<file path="src/rtl/nac_regs.svh">
/*
 * Register offsets, field positions, reset values and timing counts of the
 * NAND action and command sequencer.
 * Assumes a 10 MHz APB clock and 32-bit aligned register words.
 */
`ifndef NAC_REGS_SVH
`define NAC_REGS_SVH

// Register byte offsets
`define NAC_OFF_ACTION 8'h00
`define NAC_OFF_COMMAND 8'h04
`define NAC_OFF_COLUMN 8'h08
`define NAC_OFF_ROW 8'h0C
`define NAC_OFF_CONFIG 8'h10
`define NAC_OFF_STATUS 8'h14

// Action register fields
`define NAC_ACT_CODE_LSB 0
`define NAC_ACT_EXT_LSB 3
`define NAC_ACT_HOLD_BIT 3

// Configuration register fields and reset value
`define NAC_CFG_CARD_BIT 0
`define NAC_CFG_COUNT_LSB 1
`define NAC_CFG_UNITS_LSB 3
`define NAC_CFG_RESET 8'h00

// Status register fields
`define NAC_STA_RUN_BIT 0
`define NAC_STA_ILL_BIT 1
`define NAC_STA_HOLD_BIT 2
`define NAC_STA_DEV_LSB 3
`define NAC_STA_ZONE_LSB 5

// Flash bus phase times and their cycle counts at 10 MHz
`define NAC_CLK_NS 100
`define NAC_T_SETUP_NS 100
`define NAC_T_STROBE_NS 100
`define NAC_T_HOLD_NS 100
`define NAC_SETUP_CYC ((`NAC_T_SETUP_NS + `NAC_CLK_NS - 1) / `NAC_CLK_NS)
`define NAC_STROBE_CYC ((`NAC_T_STROBE_NS + `NAC_CLK_NS - 1) / `NAC_CLK_NS)
`define NAC_HOLD_CYC ((`NAC_T_HOLD_NS + `NAC_CLK_NS - 1) / `NAC_CLK_NS)

// Page geometry
`define NAC_UNIT_SHIFT 9
`define NAC_SPARE_SHIFT 4

`endif

</file>
<file path="src/rtl/nac_pkg.sv">
/*
 * Types shared by the NAND action and command sequencer.
 * Assumes nac_regs.svh carries the register and timing constants; action and state codes are set here.
 */
`default_nettype none
package nac_pkg;

   // Action codes written to the low three bits of action_launch
   typedef enum logic [2:0] {
      NAC_ACT_NONE = 3'b000,
      NAC_ACT_SELECT = 3'b001,
      NAC_ACT_READ = 3'b010,
      NAC_ACT_WRITE = 3'b011,
      NAC_ACT_HOLD = 3'b100,
      NAC_ACT_STOP = 3'b101,
      NAC_ACT_COLEXT = 3'b110,
      NAC_ACT_RSVD = 3'b111
   } nac_action_t;

   // Flash bus cycle sequencer
   typedef enum logic [1:0] {
      NAC_ST_IDLE = 2'b00,
      NAC_ST_SETUP = 2'b01,
      NAC_ST_STROBE = 2'b10,
      NAC_ST_HOLD = 2'b11
   } nac_state_t;

   // Static configuration
   typedef struct packed {
      logic [4:0] page_data_units;
      logic [1:0] device_count_minus_one;
      logic card_mode_enable;
   } nac_cfg_t;

   // Flash bus strobes and byte
   typedef struct packed {
      logic cle;
      logic ale;
      logic we_n;
      logic io_oe;
      logic [7:0] io_out;
   } nac_fbus_t;

endpackage
`default_nettype wire

</file>
<file path="src/rtl/nac_sequencer.sv">
/*
 * NAND flash action and command sequencer: APB register slave, action
 * decoder, device select and chip-enable control, command and address
 * bus cycles, in-page byte counter and session control.
 * Assumes a data flow controller on the same clock strobes each page byte,
 * and that the flash I/O wire is resolved outside from io_oe.
 */
// Decided for this implementation: the APB interface to the registers and the address map.
`default_nettype none
`include "nac_regs.svh"

module nac_sequencer
   import nac_pkg::*;
#(
   parameter int CNT_W = 15,
   parameter int ROW_W = 24
) (
   input wire logic pclk,
   input wire logic presetn,
   input wire logic psel,
   input wire logic penable,
   input wire logic pwrite,
   input wire logic [7:0] paddr,
   input wire logic [31:0] pwdata,
   output logic [31:0] prdata,
   output logic pready,
   output logic pslverr,
   input wire logic dfc_byte_strobe,
   output logic dfc_flow_enable,
   output logic session_is_write,
   output logic spare_zone_active,
   output logic [CNT_W-1:0] page_byte_count,
   output logic [ROW_W-1:0] protect_row,
   output logic protect_row_valid,
   output logic ecc_reinit,
   output logic illegal_event,
   output logic running_flag,
   output logic [3:0] flash_chip_enable_n,
   output nac_fbus_t flash_bus
);

   localparam logic [1:0] SETUP_CYC = 2'(`NAC_SETUP_CYC);
   localparam logic [1:0] STROBE_CYC = 2'(`NAC_STROBE_CYC);
   localparam logic [1:0] HOLD_CYC = 2'(`NAC_HOLD_CYC);
   localparam logic [1:0] CARD_POS = 2'h3;

   // APB decode
   wire logic access = psel & penable;
   wire logic wr = access & pwrite;
   wire logic rd = access & ~pwrite;
   wire logic hit_act = paddr == `NAC_OFF_ACTION;
   wire logic hit_cmd = paddr == `NAC_OFF_COMMAND;
   wire logic hit_col = paddr == `NAC_OFF_COLUMN;
   wire logic hit_row = paddr == `NAC_OFF_ROW;
   wire logic hit_cfg = paddr == `NAC_OFF_CONFIG;
   wire logic hit_sta = paddr == `NAC_OFF_STATUS;
   wire logic mapped = hit_act | hit_cmd | hit_col | hit_row | hit_cfg |
                       hit_sta;

   // State
   nac_state_t state_q, state_d;
   logic [1:0] phase_cnt_q;
   nac_cfg_t cfg_q;
   logic [1:0] dev_q;
   logic hold_q;
   logic [1:0] zone_q;
   logic session_q;
   logic sess_wr_q;
   logic stop_q;
   logic ill_sticky_q;
   logic illegal_q;
   logic ecc_q;
   logic [CNT_W-1:0] cnt_q;
   logic col_idx_q;
   logic [1:0] row_idx_q;
   logic [ROW_W-1:0] row_q;
   logic row_valid_q;
   nac_fbus_t bus_q;

   // Running while a bus cycle or a page session is in progress
   // An open page counts as running, so stray action and bus writes are refused
   wire logic busy = (state_q != NAC_ST_IDLE) | session_q;

   wire logic [7:0] wbyte = pwdata[7:0];
   wire nac_action_t act_code = nac_action_t'(wbyte[2:0]);
   wire logic [1:0] act_ext = wbyte[`NAC_ACT_EXT_LSB +: 2];
   wire logic act_wr = wr & hit_act;
   wire logic cmd_wr = wr & hit_cmd;
   wire logic col_wr = wr & hit_col;
   wire logic row_wr = wr & hit_row;
   wire logic bus_wr = cmd_wr | col_wr | row_wr;

   // none and reserved are not events; stop is the abort path
   wire logic act_event = act_wr & (act_code != NAC_ACT_NONE) &
                          (act_code != NAC_ACT_RSVD) &
                          (act_code != NAC_ACT_STOP);
   wire logic refused = busy & (act_event | bus_wr);

   wire logic dev_ok_nf = act_ext <= cfg_q.device_count_minus_one;
   wire logic dev_ok_card = (act_ext == CARD_POS) |
                            (act_ext < cfg_q.device_count_minus_one);
   wire logic dev_ok = cfg_q.card_mode_enable ? dev_ok_card : dev_ok_nf;
   wire logic sel_go = act_wr & ~busy & (act_code == NAC_ACT_SELECT);
   wire logic sel_bad = sel_go & ~dev_ok;

   // Accepted events
   wire logic go_sel = sel_go & dev_ok;
   wire logic go_rd = act_wr & ~busy & (act_code == NAC_ACT_READ);
   wire logic go_wrs = act_wr & ~busy & (act_code == NAC_ACT_WRITE);
   wire logic go_hold = act_wr & ~busy & (act_code == NAC_ACT_HOLD);
   wire logic go_ext = act_wr & ~busy & (act_code == NAC_ACT_COLEXT);
   wire logic go_stop = act_wr & (act_code == NAC_ACT_STOP);
   wire logic go_bus = bus_wr & ~busy;

   // page end: data units of 512 plus 16 spare bytes per unit
   wire logic [CNT_W-1:0] data_end =
      CNT_W'({cfg_q.page_data_units, 9'h000});
   wire logic [CNT_W-1:0] page_end =
      data_end + CNT_W'({cfg_q.page_data_units, 4'h0});
   // single column cycle only for one-unit pages
   wire logic one_col = cfg_q.page_data_units == 5'h01;

   // page finished when counter reaches page end
   wire logic page_done = session_q & dfc_byte_strobe &
                          (cnt_q + CNT_W'(1) >= page_end);
   wire logic bus_done = (state_q == NAC_ST_HOLD) &
                         (phase_cnt_q == HOLD_CYC - 2'h1);

   // Bus cycle sequencer; each phase lasts its own count
   always_comb begin
      state_d = state_q;
      case (state_q)
         NAC_ST_IDLE: begin
            if (go_bus) begin
               state_d = NAC_ST_SETUP;
            end
         end
         NAC_ST_SETUP: begin
            if (phase_cnt_q == SETUP_CYC - 2'h1) begin
               state_d = NAC_ST_STROBE;
            end
         end
         NAC_ST_STROBE: begin
            if (phase_cnt_q == STROBE_CYC - 2'h1) begin
               state_d = NAC_ST_HOLD;
            end
         end
         NAC_ST_HOLD: begin
            if (bus_done) begin
               state_d = NAC_ST_IDLE;
            end
         end
         default: begin
            state_d = NAC_ST_IDLE;
         end
      endcase
   end

   always_ff @(posedge pclk or negedge presetn) begin
      if (!presetn) begin
         state_q <= NAC_ST_IDLE;
         phase_cnt_q <= 2'h0;
      end else begin
         state_q <= state_d;
         phase_cnt_q <= (state_d != state_q) ? 2'h0 : phase_cnt_q + 2'h1;
      end
   end

   // flash bus byte and latch strobes, held for the whole cycle
   // Byte and latches stand still around the write pulse for setup and hold
   always_ff @(posedge pclk or negedge presetn) begin
      if (!presetn) begin
         bus_q <= '{cle: 1'b0, ale: 1'b0, we_n: 1'b1, io_oe: 1'b0,
                    io_out: 8'h00};
      end else if (go_bus) begin
         bus_q <= '{cle: cmd_wr, ale: ~cmd_wr, we_n: 1'b1, io_oe: 1'b1,
                    io_out: wbyte};
      end else if (state_d == NAC_ST_STROBE) begin
         bus_q.we_n <= 1'b0;
      end else if (state_d == NAC_ST_HOLD) begin
         bus_q.we_n <= 1'b1;
      end else if (state_d == NAC_ST_IDLE) begin
         bus_q <= '{cle: 1'b0, ale: 1'b0, we_n: 1'b1, io_oe: 1'b0,
                    io_out: 8'h00};
      end
   end

   // Configuration register steers selection and page geometry
   // Geometry is not guarded; software must stop a session before changing it
   always_ff @(posedge pclk or negedge presetn) begin
      if (!presetn) begin
         cfg_q <= nac_cfg_t'(`NAC_CFG_RESET);
      end else if (wr & hit_cfg) begin
         cfg_q.card_mode_enable <= wbyte[`NAC_CFG_CARD_BIT];
         cfg_q.device_count_minus_one <= wbyte[`NAC_CFG_COUNT_LSB +: 2];
         cfg_q.page_data_units <= wbyte[`NAC_CFG_UNITS_LSB +: 5];
      end
   end

   // device select kept until the next select
   always_ff @(posedge pclk or negedge presetn) begin
      if (!presetn) begin
         dev_q <= 2'h0;
         hold_q <= 1'b0;
      end else begin
         if (go_sel) begin
            dev_q <= act_ext;
         end
         // hold bit from the hold action
         if (go_hold) begin
            hold_q <= wbyte[`NAC_ACT_HOLD_BIT];
         end
      end
   end

   // zone selector: extension loads it, column access clears it
   // The column write still sees the old zone on the edge that clears it
   always_ff @(posedge pclk or negedge presetn) begin
      if (!presetn) begin
         zone_q <= 2'h0;
      end else if (access & hit_col) begin
         zone_q <= 2'h0;
      end else if (go_ext) begin
         zone_q <= act_ext;
      end
   end

   // page session; stop ends it once the flash cycle is done
   always_ff @(posedge pclk or negedge presetn) begin
      if (!presetn) begin
         session_q <= 1'b0;
         sess_wr_q <= 1'b0;
         stop_q <= 1'b0;
      end else begin
         if (go_rd | go_wrs) begin
            session_q <= 1'b1;
            sess_wr_q <= go_wrs;
         end else if (page_done |
                      ((stop_q | go_stop) & (state_q == NAC_ST_IDLE))) begin
            session_q <= 1'b0;
         end
         // Stop waits for a running bus cycle to finish before halting
         if (go_stop & (state_q != NAC_ST_IDLE)) begin
            stop_q <= 1'b1;
         end else if (state_q == NAC_ST_IDLE) begin
            stop_q <= 1'b0;
         end
      end
   end

   // column counter; a write while busy is refused outright
   // Two-cycle pages take the low byte first, then the high byte
   always_ff @(posedge pclk or negedge presetn) begin
      if (!presetn) begin
         cnt_q <= '0;
         col_idx_q <= 1'b0;
      end else if (access & hit_cmd) begin
         cnt_q <= '0;
         col_idx_q <= 1'b0;
      end else if (col_wr & ~busy) begin
         if (one_col) begin
            cnt_q <= CNT_W'({zone_q, wbyte});
         end else if (!col_idx_q) begin
            cnt_q <= {cnt_q[CNT_W-1:8], wbyte};
            col_idx_q <= 1'b1;
         end else begin
            cnt_q <= {wbyte[CNT_W-9:0], cnt_q[7:0]};
            col_idx_q <= 1'b0;
         end
      end else if (session_q & dfc_byte_strobe) begin
         cnt_q <= cnt_q + CNT_W'(1);
      end
   end

   // row capture for the protection check, low byte first
   always_ff @(posedge pclk or negedge presetn) begin
      if (!presetn) begin
         row_q <= '0;
         row_idx_q <= 2'h0;
         row_valid_q <= 1'b0;
      end else if (access & hit_cmd) begin
         row_q <= '0;
         row_idx_q <= 2'h0;
         row_valid_q <= 1'b0;
      end else if (row_wr & ~busy) begin
         row_q[row_idx_q*8 +: 8] <= wbyte;
         row_idx_q <= (row_idx_q == 2'h2) ? 2'h0 : row_idx_q + 2'h1;
         row_valid_q <= 1'b1;
      end
   end

   // illegal pulse and sticky copy; a new event beats the clear
   always_ff @(posedge pclk or negedge presetn) begin
      if (!presetn) begin
         illegal_q <= 1'b0;
         ill_sticky_q <= 1'b0;
         ecc_q <= 1'b0;
      end else begin
         illegal_q <= refused | sel_bad;
         if (refused | sel_bad) begin
            ill_sticky_q <= 1'b1;
         end else if (wr & hit_sta & wbyte[`NAC_STA_ILL_BIT]) begin
            ill_sticky_q <= 1'b0;
         end
         // ECC engine and FIFO restart on each command write accepted while idle
         ecc_q <= cmd_wr & ~busy;
      end
   end

   // chip enables: held device or device of a running command
   // Enables decode dev_q directly, so a select under hold swaps them at once
   wire logic ce_on = hold_q | busy;
   genvar g;
   generate
      for (g = 0; g < 4; g++) begin : g_ce
         assign flash_chip_enable_n[g] = ~(ce_on & (dev_q == 2'(g)));
      end
   endgenerate

   // Status word; write-only registers read as zero
   wire logic [7:0] status_byte = {1'b0, zone_q, dev_q, hold_q,
                                   ill_sticky_q, busy};
   wire logic [7:0] cfg_byte = {cfg_q.page_data_units,
                                cfg_q.device_count_minus_one,
                                cfg_q.card_mode_enable};
   assign prdata = hit_sta ? {24'h00_0000, status_byte} :
                   hit_cfg ? {24'h00_0000, cfg_byte} : 32'h0000_0000;
   assign pready = 1'b1;
   assign pslverr = access & ~mapped;

   // running flag low when idle; session outputs
   assign running_flag = busy;
   assign dfc_flow_enable = session_q;
   assign session_is_write = sess_wr_q;
   assign spare_zone_active = session_q & (cnt_q >= data_end);
   assign page_byte_count = cnt_q;
   assign protect_row = row_q;
   assign protect_row_valid = row_valid_q;
   assign ecc_reinit = ecc_q;
   assign illegal_event = illegal_q;
   assign flash_bus = bus_q;

endmodule // nac_sequencer
`default_nettype wire

</file>
<file path="config.mk">
export PLATFORM = sky130hd
export DESIGN_NAME = nac_sequencer
export DESIGN_NICKNAME = d
export VERILOG_FILES = /design/src/rtl/nac_pkg.sv /design/src/rtl/nac_sequencer.sv
export VERILOG_INCLUDE_DIRS = /design/src /design/src/rtl
export SDC_FILE = /design/constraint.sdc
export NUM_CORES = 1
export LEC_CHECK = 0
export BUFFER_PORTS_ARGS = -buffer_cell sky130_fd_sc_hd__clkbuf_2
export CAP_MARGIN = 20
export CORE_UTILIZATION = 57
export DETAILED_ROUTE_END_ITERATION = 12
export PLACE_DENSITY = 0.87
export SLEW_MARGIN = 25
export SYNTH_ARGS = -nofsm -noshare
export SYNTH_HDL_FRONTEND = slang
export SYNTH_SLANG_ARGS = --single-unit
</file>
<file path="constraint.sdc">
create_clock -name pclk -period 6.8 [get_ports pclk]
set_input_delay 1.36 -clock pclk [delete_from_list [all_inputs] [get_ports pclk]]
set_output_delay 1.36 -clock pclk [all_outputs]
set_load 0.01 [all_outputs]
</file>
Word level (Yosys, flattened, before mapping)
Index checks and enable logic that the tools add are counted.
- $add $sub $neg: 5
- $lt $le $gt $ge: 4
- eq/ne operators: 30
- shifts and indexed selects: 2
- multiplexer cells: 42
- bitwise operators: 62
- reduce and logical (&&, ||, !) cells: 20
- operator list (cell ; number):
    two-way mux 15 bit ; 5
    two-way mux 24 bit ; 2
    AND 1 bit ; 39
    negator 5 -> 34 bit ; 1
    variable shift 8 x 34 -> 24 bit, first input constant ; 1
    variable part select 8 x 34 -> 24 bit ; 1
    bitwise mux 24 bit ; 1
    two-way mux 12 bit ; 2
    two-way mux 2 bit ; 12
    two-way mux 9 bit ; 2
    equality test 2 bit, second input constant ; 8
    equality test 8 x 4 -> 1 bit, second input constant ; 2
    equality test 8 x 5 -> 1 bit, second input constant ; 2
    two-way mux 8 bit ; 2
    nonzero test 2 bit ; 8
    adder 14 x 9 -> 15 bit ; 1
    adder 15 x 1 -> 15 bit, second input constant ; 1
    >= comparator 15 x 14 -> 1 bit ; 1
    >= comparator 15 bit ; 1
    two-way mux 1 bit ; 15
    bitwise OR 1 bit ; 15
    equality test 3 bit, second input constant ; 3
    equality test 8 x 3 -> 1 bit, second input constant ; 1
    logical NOT 2 bit ; 4
    19 further kinds ; 35
- flip-flop bits (word level): 78
- input bits: 46
- output and inout bits: 96
- logic and storage cells: 190

Depth between registers and ports, before layout
- depth after elaboration: 13
- depth in mapped cells: 12
- mapped depth without buffers: 10

Worst setup path before layout
Ideal clock, no wire load.
- path type: in2out
- start point: in paddr[7]
- end point: out prdata[0]
- arrival: 2.756 ns
- required time: 5.440 ns
- slack: 2.684 ns
- stages: 6
- buffers on the path: 2
- path through: or4_1 -> buf_2 -> nor2_1 -> and3_1 -> clkbuf_1 -> a22o_1
- longest elaborated chain between the ends: 3
- elaborated cells on any way between the ends: 4
- classes of those cells: eq/ne: 2; mux: 2
- RTL lines (item ; RTL line ; source):
    start: declaration ; nac_sequencer.sv:23 ; input wire logic [7:0] paddr,
    equality test 8 x 5 -> 1 bit (no line) ; n/a ;
    two-way mux 8 bit ; nac_sequencer.sv:327 ; hit_cfg ? {24'h00_0000, cfg_byte} : 32'h0000_0000;
    two-way mux 8 bit (*) ; nac_sequencer.sv:326 ; assign prdata = hit_sta ? {24'h00_0000, status_byte} :
    end: declaration ; nac_sequencer.sv:25 ; output logic [31:0] prdata,
Every way passes the cells marked *; elsewhere a longest branch is shown, timed or not.

Final worst setup path
- start point: in paddr[7]
- end point: out prdata[6]
Same word-level chain as after synthesis.

==> reports/metrics.yaml <==
port-buffer-count: 92
cts_buffers: 9
place_area_um2: 5180
grt.total_usage_pct: 29.5
synth-seq-cells: 78
nNetsFinal: 646
drtIter0Drc: 253
postCtsSetupRepairBufs: 0
drive_above_1_share_pct: 22.8
die_area_um2: 8790
power_frac_clock_pct: 32.9
dp.final_hpwl_mm: 8.70
cts_resized: 0
synth_area_per_cell_um2: 9.71
yosys.cell_types.count: 65
firstDrtPassIters: 4
die_w_um: 93.7
synth_top_family_by_area: "simple AND/OR/NAND/NOR gates"
power.total_mw: 1.08
viasPerCell: 6.13
fin_area_um2: 5390
ys.flop_type: "dfrtp_1"
ant_nets: 0
pin_count: 142
synth_adder_area_share_pct: 7.04
worstHoldPathType: "flip-flop to flip-flop"
clock-sinks: 78
root_buffer: "clkbuf_8"
seq_area_frac_synth_pct: 40.7
max_slew_margin_pct: 49.5
holdBufCountCts: 0
rsz0062_at_grt: "no"
path_class: "input port to output pin"
ys.warnings.count: 0
path_clk_slew_ns: 0.09
synth_edf_count: 0
area_growth_pct: 12.3
p_seq_share_pct: 46.9
crit_path_end_kind: "output pin"
h-tree-depth: 3
swShare_pct: 32.3
min_period_over_period_pct: 66.3
start_util_pct: 58.7
wl_per_cell_um: 18.1
final_cells: 683
clk_latency_ns: 0.36
p_leak_nw: 2.65
synth_compound_area_share_pct: 17.1
hold_viol_final: 0
max_freq_ghz: 0.222
cp_data_arrival_time_ns: 3.15
die_y_um: 93.7
fin_setup_tns_ns: 0
final.setup_skew_ns: 0.0114
dp_cells: 667
antenna_cells: 0
clockBufferDepth: 2
grt_pass1_vias: 3858
core_area_um2: 8180
overflow: 0
synth.cell_area_um2: 4800
setup_viol: 0
whs_ns: 0.485
grt_max_degree: 79
final_core_util_pct: 65.9
critPathMaxFanout: 8
period_needed_ns: 4.51
power_density_nw_per_um2: 201
routed_wl_mm: 12.4
drv_cap: 0
worst_slew_pin_slew_ns: 0.751
status: "complete, no violations"
gp_congestion: 0.977
cts_tree: "yes"
ir_drop_mv: 0.154
critPathRequiredTime_ns: 5.44
drv_slew: 0
setup_slack_ns: 2.29
worstSetupStartpointType: "input port"
intPower_mw: 0.732
p_sw_mw: 0.349
synthMuxAreaShare_pct: 4.69
async_reset_ff_share_pct: 100
antenna_found_initial: 0
comb_power_share_pct: 20.2
syn_inst: 494
rows: 33
synth-simple-area-share_pct: 20.2
drc_errors: 0
synth-xor-area-share_pct: 2.01
pre_cts_ws_ns: 2.32
vias: 4190
grt_first_pass_wirelength_mm: 19.7
## synth_stat cells (14+ instances only)
master    instances  share of area (%)
a22o_1           26                4.7
nor2_1           18                1.4
a21oi_1          14                1.5
buf_4            26                4.1
nand3_1          33                3.4
ha_1             27                7.0
o21ai_0          26                2.7
inv_1            26                2.0
clkbuf_1         14                1.1
nand2_1          41                3.2
dfrtp_1          77                 40
## power groups by stage
stage	clock [mW]	sequential, mW	combinational, mW
after floorplan	0	0.514	0.155
after global placement	0	0.515	0.204
after detailed placement	0	0.516	0.218
after CTS	0.357	0.506	0.219
after global routing	0.382	0.510	0.245
final	0.356	0.507	0.219
## state kept, by name (all words and copies together) (netlist names), 2 cells and up
name / count
state_q: 2
row_idx_q: 2
dev_q: 2
cfg_byte: 8
phase_cnt_q: 2
protect_row: 24
page_byte_count: 15
zone_q: 2
flash_bus: 12
## worst paths after layout
kind,from,endpoint,slack [ns],depth (start not counted)
worst max-delay path,paddr[7],prdata[6],2.29,6
worst min-delay path,flash_bus[8],flash_bus[8],0.48,2
worst max register to register,dfc_flow_enable,flash_bus[11],3.54,9
worst min register to register,flash_bus[8],flash_bus[8],0.48,2
max in group asynchronous,presetn,protect_row_valid,5.30,1
min in group asynchronous,presetn,cfg_byte[2],1.01,1
## per-layer routing
metal  GRT usage, %  vias up  routed length, um
li1               -     1919                  -
met1           41.0     2083               5450
met2           46.2      165               5860
met3           3.96       23                769
met4           12.4        0                286
met5              0        -                  0
## layout by cell type (no fill, tap or decap), types with 14 or more instances in the layout
| cell type | n |
|---|---|
| ha_1 | 27 |
| nand3_1 | 33 |
| dfrtp_1 | 77 |
| a22o_1 | 26 |
| a21oi_1 | 14 |
| nor2_1 | 18 |
| conb_1 | 25 |
| clkbuf_2 | 91 |
| inv_1 | 26 |
| nand2_1 | 41 |
| o21ai_0 | 26 |
## critical path, cell delays in order
cell	delay, ns
clkbuf_2	0.08
or4_1	0.69
nor2_1	0.23
and3_1	0.42
a22o_1	0.22
clkbuf_2	0.14
## cells by family after synthesis
| kind of cell | after synthesis |
|---|---|
| AO/OA/AOI/OAI | 113 |
| XOR/XNOR | 11 |
| adder cells (fa/ha/maj) | 27 |
| buffers and inverters | 73 |
| flip-flops | 78 |
| multiplexers | 21 |
| other | 2 |
| AND/OR/NAND/NOR | 169 |
## cell type report
| type | count | area, um2 |
|---|---|---|
| clock buffers | 10 | 128 |
| well taps | 105 | 131 |
| fillers | 669 | 2790 |
| multi-input cells | 366 | 2540 |
| flip-flops and latches | 78 | 1950 |
| clock inverters | 6 | 70.1 |
| repair buffers | 92 | 467 |
| inverters | 26 | 97.6 |
No activity file was read; power rests on OpenSTA's default activity.
